## config.mk

```make
export PLATFORM = sky130hd
export DESIGN_NAME = nvsc_host
export DESIGN_NICKNAME = d
export VERILOG_FILES = /design/src/logic/nvsc_pkg.sv /design/src/logic/nvsc_host.sv /design/src/logic/nvsc_sync.sv
export SDC_FILE = /design/constraint.sdc
export NUM_CORES = 1
export LEC_CHECK = 0
export ABC_AREA = 1
export BUFFER_PORTS_ARGS = -buffer_cell sky130_fd_sc_hd__buf_4
export CORE_MARGIN = 2
export CORE_UTILIZATION = 50
export CTS_CLUSTER_DIAMETER = 100
export CTS_CLUSTER_SIZE = 28
export DETAILED_ROUTE_END_ITERATION = 12
export HOLD_SLACK_MARGIN = 0.05
export PLACE_DENSITY = 0.79
export SYNTH_ARGS = -nofsm -noshare
export SYNTH_HDL_FRONTEND = slang
export SYNTH_SLANG_ARGS = --single-unit
```

## constraint.sdc

```tcl
create_clock -name clk_sys_i -period 3.62 [get_ports clk_sys_i]
set_input_delay 0.362 -clock clk_sys_i [delete_from_list [all_inputs] [get_ports clk_sys_i]]
set_output_delay 0.362 -clock clk_sys_i [all_outputs]
set_load 0.005 [all_outputs]
```

## src/logic/nvsc_pkg.sv

```systemverilog
// Purpose: Constants for the host-side controller of a 32K x 8 nonvolatile SRAM
// Assumes: 125 MHz system clock, all memory pins driven or sampled by the host
// Notes: Times are kept in their printed units; cycle counts derive from them
package nvsc_pkg;
  localparam int unsigned CLK_MHZ = 125; // System clock rate
  localparam int unsigned ADDR_W = 15; // Address pins
  localparam int unsigned SEQ_ADDR_W = 14; // Bits that steer software modes
  localparam int unsigned DATA_W = 8; // Data pins
  // Unlock sequence addresses
  localparam logic [13:0] SEQ_A0 = 14'h0e38;
  localparam logic [13:0] SEQ_A1 = 14'h31c7;
  localparam logic [13:0] SEQ_A2 = 14'h03e0;
  localparam logic [13:0] SEQ_A3 = 14'h3c1f;
  localparam logic [13:0] SEQ_A4 = 14'h303f;
  localparam logic [13:0] SEQ_STORE = 14'h0fc0;
  localparam logic [13:0] SEQ_RECALL = 14'h0c63;
  // Access timing in ns (slowest grade, safe for all)
  localparam int unsigned T_CYCLE_NS = 55; // Read/write cycle time
  localparam int unsigned T_PULSE_NS = 45; // Enable low width
  localparam int unsigned T_ACCESS_NS = 55; // Enable to data valid
  localparam int unsigned CYC_PULSE = (T_PULSE_NS * CLK_MHZ + 999) / 1000;
  localparam int unsigned CYC_ACCESS = (T_ACCESS_NS * CLK_MHZ + 999) / 1000;
  localparam int unsigned CYC_GAP = ((T_CYCLE_NS - T_PULSE_NS) * CLK_MHZ + 999) / 1000 + 1;
  // Nonvolatile timing
  localparam int unsigned T_STORE_US = 10000; // Store duration, max
  localparam int unsigned T_RECALL_US = 20; // Software recall duration, max
  localparam int unsigned T_RESTORE_US = 550; // Power-up recall duration, max
  localparam int unsigned T_DELAY_US = 1; // Time allowed for SRAM cycle
  localparam int unsigned T_BUSY_NS = 300; // Trigger to busy low, max
  localparam int unsigned CYC_STORE = T_STORE_US * CLK_MHZ;
  localparam int unsigned CYC_RECALL = T_RECALL_US * CLK_MHZ;
  localparam int unsigned CYC_RESTORE = T_RESTORE_US * CLK_MHZ;
  localparam int unsigned CYC_DELAY = T_DELAY_US * CLK_MHZ;
  localparam int unsigned CYC_BUSY = (T_BUSY_NS * CLK_MHZ) / 1000;
  localparam int unsigned CNT_W = 24; // Wait counter width
endpackage : nvsc_pkg

```

## src/logic/nvsc_host.sv

```systemverilog
// Purpose: Host controller driving a 32K x 8 nonvolatile SRAM over its pins
// Assumes: One user request at a time; the busy pin has an external pull-up
// Notes: Device timing taken from the slowest speed grade
`timescale 1ns/100ps
`default_nettype none
module nvsc_host
  import nvsc_pkg::*;
#(
  parameter int unsigned STORE_CYC = nvsc_pkg::CYC_STORE, // Shorten for simulation
  parameter int unsigned RESTORE_CYC = nvsc_pkg::CYC_RESTORE, // Shorten for simulation
  parameter int unsigned RECALL_CYC = nvsc_pkg::CYC_RECALL // Shorten for simulation
) (
  // Clock and reset
  input wire logic clk_sys_i,
  input wire logic rst_n_i,
  // User request port
  input wire logic req_i, // One-cycle request pulse
  input wire logic req_we_i, // 1 = write
  input wire logic [nvsc_pkg::ADDR_W-1:0] req_addr_i,
  input wire logic [nvsc_pkg::DATA_W-1:0] req_wdata_i,
  input wire logic sw_store_i, // Pulse: run software store
  input wire logic sw_recall_i, // Pulse: run software recall
  output logic ready_o, // Idle and able to take a request
  output logic done_o, // Pulse at end of any request
  output logic [nvsc_pkg::DATA_W-1:0] rdata_o,
  output logic nv_busy_o, // Device busy seen or nonvolatile wait running
  // Memory pins
  output logic [nvsc_pkg::ADDR_W-1:0] mem_addr_o,
  output logic mem_ce_n_o,
  output logic mem_we_n_o,
  output logic mem_oe_n_o,
  input wire logic [nvsc_pkg::DATA_W-1:0] mem_dq_i,
  output logic [nvsc_pkg::DATA_W-1:0] mem_dq_o,
  output logic mem_dq_oe_n_o, // Low while host drives data
  input wire logic hw_save_busy_n_i, // Open-drain busy, read only here
  output logic hw_save_busy_n_o,
  output logic hw_save_busy_n_oe_n_o // Host never pulls busy: held high
);
  import nvsc_pkg::*;

  typedef enum logic [2:0] {S_POWERUP, S_IDLE, S_SETUP, S_PULSE, S_GAP, S_NVWAIT} nvsc_state_type;

  nvsc_state_type st_q, st_d; // Sequencer state
  logic [CNT_W-1:0] cnt_q, cnt_d; // Phase timer
  logic [2:0] step_q, step_d; // Unlock step, 0..5
  logic seq_q, seq_d; // Running an unlock sequence
  logic rcl_q, rcl_d; // Sequence ends in recall
  logic we_q, we_d; // Current access is a write
  logic [ADDR_W-1:0] addr_q, addr_d;
  logic [DATA_W-1:0] wd_q, wd_d, rd_q, rd_d;
  logic ce_n_q, ce_n_d, we_n_q, we_n_d, oe_n_q, oe_n_d, dqoe_n_q, dqoe_n_d;
  logic done_q, done_d;
  logic busy_n; // Synchronised busy level
  logic [13:0] seq_addr; // Address for current unlock step

  // Busy pin crosses in through four flip-flops
  nvsc_sync u_busy_sync (
    .clk_sys_i(clk_sys_i),
    .rst_n_i(rst_n_i),
    .pin_i(hw_save_busy_n_i),
    .level_o(busy_n)
  );

  // Unlock address table
  always_comb begin
    case (step_q)
      3'h0: seq_addr = SEQ_A0;
      3'h1: seq_addr = SEQ_A1;
      3'h2: seq_addr = SEQ_A2;
      3'h3: seq_addr = SEQ_A3;
      3'h4: seq_addr = SEQ_A4;
      default: seq_addr = rcl_q ? SEQ_RECALL : SEQ_STORE;
    endcase
  end

  // Next-state logic for the whole sequencer
  always_comb begin
    st_d = st_q;
    cnt_d = (cnt_q != '0) ? cnt_q - 1'b1 : cnt_q;
    step_d = step_q;
    seq_d = seq_q;
    rcl_d = rcl_q;
    we_d = we_q;
    addr_d = addr_q;
    wd_d = wd_q;
    rd_d = rd_q;
    ce_n_d = ce_n_q;
    we_n_d = we_n_q;
    oe_n_d = oe_n_q;
    dqoe_n_d = dqoe_n_q;
    done_d = 1'b0;
    case (st_q)
      // Wait out the power-up recall before any access
      S_POWERUP: begin
        if (cnt_q == '0 && busy_n) begin
          st_d = S_IDLE;
        end
      end
      S_IDLE: begin
        if (!busy_n) begin
          // Device storing: hold off all accesses
          st_d = S_NVWAIT;
          cnt_d = CNT_W'(CYC_BUSY);
        end else if (sw_store_i || sw_recall_i) begin
          seq_d = 1'b1;
          rcl_d = sw_recall_i && !sw_store_i;
          step_d = 3'h0;
          we_d = 1'b0;
          st_d = S_SETUP;
        end else if (req_i) begin
          seq_d = 1'b0;
          we_d = req_we_i;
          addr_d = req_addr_i;
          wd_d = req_wdata_i;
          st_d = S_SETUP;
        end
      end
      // Present address with enables high, one cycle of setup; unlock steps load their address on the edge that drops chip enable
      S_SETUP: begin
        if (seq_q) begin
          addr_d = {1'b0, seq_addr};
        end
        we_n_d = !we_q;
        oe_n_d = we_q;
        dqoe_n_d = !we_q;
        ce_n_d = 1'b0;
        cnt_d = CNT_W'(CYC_ACCESS > CYC_PULSE ? CYC_ACCESS : CYC_PULSE);
        st_d = S_PULSE;
      end
      // Chip enable low; address held still throughout
      S_PULSE: begin
        if (cnt_q == '0) begin
          rd_d = mem_dq_i;
          ce_n_d = 1'b1;
          we_n_d = 1'b1;
          oe_n_d = 1'b1;
          cnt_d = CNT_W'(CYC_GAP);
          st_d = S_GAP;
        end
      end
      // Release data after the terminating edge, then space cycles
      S_GAP: begin
        dqoe_n_d = 1'b1;
        if (cnt_q == '0) begin
          if (seq_q && step_q != 3'h5) begin
            // Back to back reads, nothing interleaved
            step_d = step_q + 3'h1;
            st_d = S_SETUP;
          end else if (seq_q) begin
            // Final read launched the transfer; store runs regardless of writes
            seq_d = 1'b0;
            cnt_d = rcl_q ? CNT_W'(RECALL_CYC) : CNT_W'(STORE_CYC);
            st_d = S_NVWAIT;
          end else begin
            done_d = 1'b1;
            st_d = S_IDLE;
          end
        end
      end
      // Transfer in progress: no SRAM access until timer and busy clear
      S_NVWAIT: begin
        if (cnt_q == '0 && busy_n) begin
          done_d = 1'b1;
          st_d = S_IDLE;
        end
      end
      default: st_d = S_IDLE;
    endcase
  end

  // Register stage
  always_ff @(posedge clk_sys_i or negedge rst_n_i) begin
    if (!rst_n_i) begin
      st_q <= S_POWERUP;
      cnt_q <= CNT_W'(RESTORE_CYC);
      step_q <= 3'h0;
      seq_q <= 1'b0;
      rcl_q <= 1'b0;
      we_q <= 1'b0;
      addr_q <= '0;
      wd_q <= 8'h00;
      rd_q <= 8'h00;
      ce_n_q <= 1'b1;
      we_n_q <= 1'b1;
      oe_n_q <= 1'b1;
      dqoe_n_q <= 1'b1;
      done_q <= 1'b0;
    end else begin
      st_q <= st_d;
      cnt_q <= cnt_d;
      step_q <= step_d;
      seq_q <= seq_d;
      rcl_q <= rcl_d;
      we_q <= we_d;
      addr_q <= addr_d;
      wd_q <= wd_d;
      rd_q <= rd_d;
      ce_n_q <= ce_n_d;
      we_n_q <= we_n_d;
      oe_n_q <= oe_n_d;
      dqoe_n_q <= dqoe_n_d;
      done_q <= done_d;
    end
  end

  // Status flops so every output but the tied busy pins is registered
  logic ready_q, nvb_q;
  always_ff @(posedge clk_sys_i or negedge rst_n_i) begin
    if (!rst_n_i) begin
      ready_q <= 1'b0;
      nvb_q <= 1'b1;
    end else begin
      ready_q <= (st_d == S_IDLE);
      nvb_q <= (st_d == S_NVWAIT) || (st_d == S_POWERUP);
    end
  end

  assign ready_o = ready_q;
  assign done_o = done_q;
  assign rdata_o = rd_q;
  assign nv_busy_o = nvb_q;
  assign mem_addr_o = addr_q;
  assign mem_ce_n_o = ce_n_q;
  assign mem_we_n_o = we_n_q;
  assign mem_oe_n_o = oe_n_q;
  assign mem_dq_o = wd_q;
  assign mem_dq_oe_n_o = dqoe_n_q;
  assign hw_save_busy_n_o = 1'b1;
  assign hw_save_busy_n_oe_n_o = 1'b1;
endmodule : nvsc_host
`default_nettype wire

```

## src/logic/nvsc_sync.sv

```systemverilog
// Purpose: Three-stage synchroniser for one pin input
// Assumes: Input is asynchronous to clk_sys_i
// Notes: A change counts once stages two and three agree
`timescale 1ns/100ps
`default_nettype none
module nvsc_sync (
  // Clock and reset
  input wire logic clk_sys_i,
  input wire logic rst_n_i,
  // Pin and filtered level
  input wire logic pin_i,
  output logic level_o
);
  logic s1_q, s2_q, s3_q; // Stage chain
  logic lvl_q; // Filtered level
  logic lvl_d;

  // Filtered level only moves when stages two and three agree
  always_comb begin
    lvl_d = (s2_q == s3_q) ? s2_q : lvl_q;
  end

  // Chain; asynchronous reset loads constant ones (idle pin level)
  always_ff @(posedge clk_sys_i or negedge rst_n_i) begin
    if (!rst_n_i) begin
      s1_q <= 1'b1;
      s2_q <= 1'b1;
      s3_q <= 1'b1;
      lvl_q <= 1'b1;
    end else begin
      s1_q <= pin_i;
      s2_q <= s1_q;
      s3_q <= s2_q;
      lvl_q <= lvl_d;
    end
  end

  assign level_o = lvl_q;
endmodule : nvsc_sync
`default_nettype wire
```

==> qor.yml <==
io_buffer_count: 75
crit_type: "reg2reg"
async_flop_share_pct: 100
crit_buf_inv: 1
hold_viol_final: 0
nets: 610
period_share_pct: 67.8
drive_gt1_share_pct: 27.5
setup_tns_ps: 0
skew_ps: 13.3
die_y_um: 93.9
core.rowCount: 32
max_cap_violations: 0
ios: 78
ys_seq_area_share_pct: 46.9
dp_hpwl_mm: 7.67
coreArea_um2: 7770
drc: 0
max_stage_delay_ps: 470
first_pass_iters: 5
cts_tree: "built"
critical_path_required_ps: 3860
postCtsSetupRepairBufs: 0
root_buffer: "clkbuf_8"
crit_chain: "nor2_4, nand2_1, nand2_1, o21ai_1, nor3_4, inv_2, nand2_1, o21ai_1"
crit_family: "simple AND/OR/NAND/NOR gates"
drv_slew: 0
final_common_cell: "nand2_1"
final_cell_mix: "117 x nand2_1, 75 x buf_4, 63 x nor2_1"
post-place-ws_ps: 1270
path_max_fanout: 23
max_freq_ghz: 0.407
ant_nets: 0
finalWirelength_mm: 10.2
synth_edf_count: 0
n_antenna_cell: 0
setup_slack_ps: 1160
cts_hold_buf: 0
wl_per_cell_um: 15.2
yosysWarningCount: 0
cp-start-kind: "flip-flop"
synth_cells: 487
tightestPinTransition_ps: 939
grt_overflow: 0
hold_path_class: "in2async"
synth_cell_types: 44
finalPower_mw: 4.85
clk-insertion-delay-late_ps: 360
antenna_found_initial: 0
dieWidth_um: 93.9
clockBufferDepth: 2
num_vias: 3639
rsz0062_at_grt: "false"
grt_pass1_vias: 3551
final.min_clock_period_ps: 2460
grtUsageTotal_pct: 24.6
cp_slowest_cell: "nor3_4"
dr.first_iter.drc_count: 412
area_growth_pct: 21.5
critPathCaptureType: "flip-flop"
via_per_inst: 5.42
grt_pass1_wl_mm: 16.9
setup_viol: 0
timing.slew.headroom_pct: 37.4
grt_max_degree: 76
start_util_pct: 52.0
status: "completed"
die_area_um2: 8820
cts_resized: 0
fin_hold_ws_ps: 119
cts.clk_slew.worst_paths_ps: 80
synth_flop_cell: "dfrtp_1"
routabilityCongestion: 0.957
htreeDepth: 3
ir_drop_uv: 512
ys_seq_elements: 75
avgSynthCellArea_um2: 8.30
p_per_area_nw_per_um2: 987
synth_area_um2: 4040
clkSinkCount: 75
numCtsBuffers: 9
power.leakage_nw: 2.47
fillCellCount: 673
cp_common_cell: "nand2_1"
critPathArrivalTime_ps: 2700
==> kinds of logic (layout without fill, tap and decap cells) <==
family	after synthesis	in the layout	share of synthesized area, %
fa+ha+maj	8	8	2.41
mux	8	8	2.23
buf+inv	52	134	5.60
xor+xnor	12	12	2.60
compound gates	71	71	10.5
simple gates	260	260	29.7
flops	75	75	46.9
other cells	1	2	0.0928
==> layer usage <==
metal	vias up	wire, um	global-route usage, %
li1	1753	-	-
met1	1719	4190	31.5
met2	139	5080	41.3
met3	28	683	4.74
met4	0	268	9.54
met5	-	0	0
==> synth_stat cells, types with 2 or more instances <==
library cell    n  share of area, %
xor2_1         10               2.2
buf_2           4              0.50
ha_1            7               2.2
o21ai_1        10               1.2
nand4_1         9               1.4
nor2_1         63               5.8
dfstp_2        16                10
nand3_2         3              0.74
o22ai_1         4              0.62
a31o_2          2              0.43
nor2_4          7               1.9
o21a_1          2              0.37
nand3_1        31               3.8
dfrtp_1        59                37
buf_4           3              0.56
buf_6           2              0.56
inv_2           9              0.84
o211ai_1        3              0.56
mux2_2          8               2.2
nand2_2         5              0.77
a31oi_1         5              0.77
nand3b_1        2              0.37
o21ai_0        20               2.5
inv_1          33               3.1
xnor2_1         2              0.43
nor3_1          9               1.1
a21oi_1        18               2.2
nor2_2          9               1.4
nand2_1       117                11
==> flip-flops by register name, summed over array words and instances (netlist names), 3 cells and up <==
name,flops
mem_dq_o,8
step_q,3
cnt_q,24
rdata_o,8
mem_addr_o,15
st_q,3
==> stage by stage <==
| stage | area [um^2] | util [%] | std cells |
|---|---|---|---|
| detailed placement | 4670 | 60.1 | 656 |
| CTS | 4910 | 63.3 | 672 |
| global route | 4910 | 63.3 | 672 |
| finish | 4910 | 63.3 | 672 |
| floorplan | 4050 | - | 488 |
| global placement | 4670 | 60.1 | 656 |
==> worst paths after layout <==
path / start / end / slack, ps / cells after the start
worst max-delay path: st_q[2] / mem_addr_o[0] / 1160 / 8
worst min-delay path: rst_n_i / cnt_q[19] / 120 / 1
worst max register to register: st_q[2] / mem_addr_o[0] / 1160 / 8
worst min register to register: u_busy_sync.s1_q / u_busy_sync.s2_q / 360 / 0
max in group asynchronous: rst_n_i / rdata_o[0] / 2860 / 1
min in group clk_sys_i: hw_save_busy_n_i / u_busy_sync.s1_q / 120 / 1
==> power by group <==
part	total (mW)	internal [mW]	switching (mW)
Combinational	2.55	0.961	1.58
Sequential	1.52	1.23	0.291
Clock	0.782	0.475	0.308
==> area by class of cell <==
class                      count  area [um^2]  area share (%)
clock buffer                  11          141            2.88
clock inverter                 5          100            2.04
inverter                      43          161            3.28
multi-input combinational    361         1920            39.1
sequential                    75         1900            38.6
tap                          102          128            2.60
timing repair buffer          75          563            11.5
(Power assumes the default switching activity.)
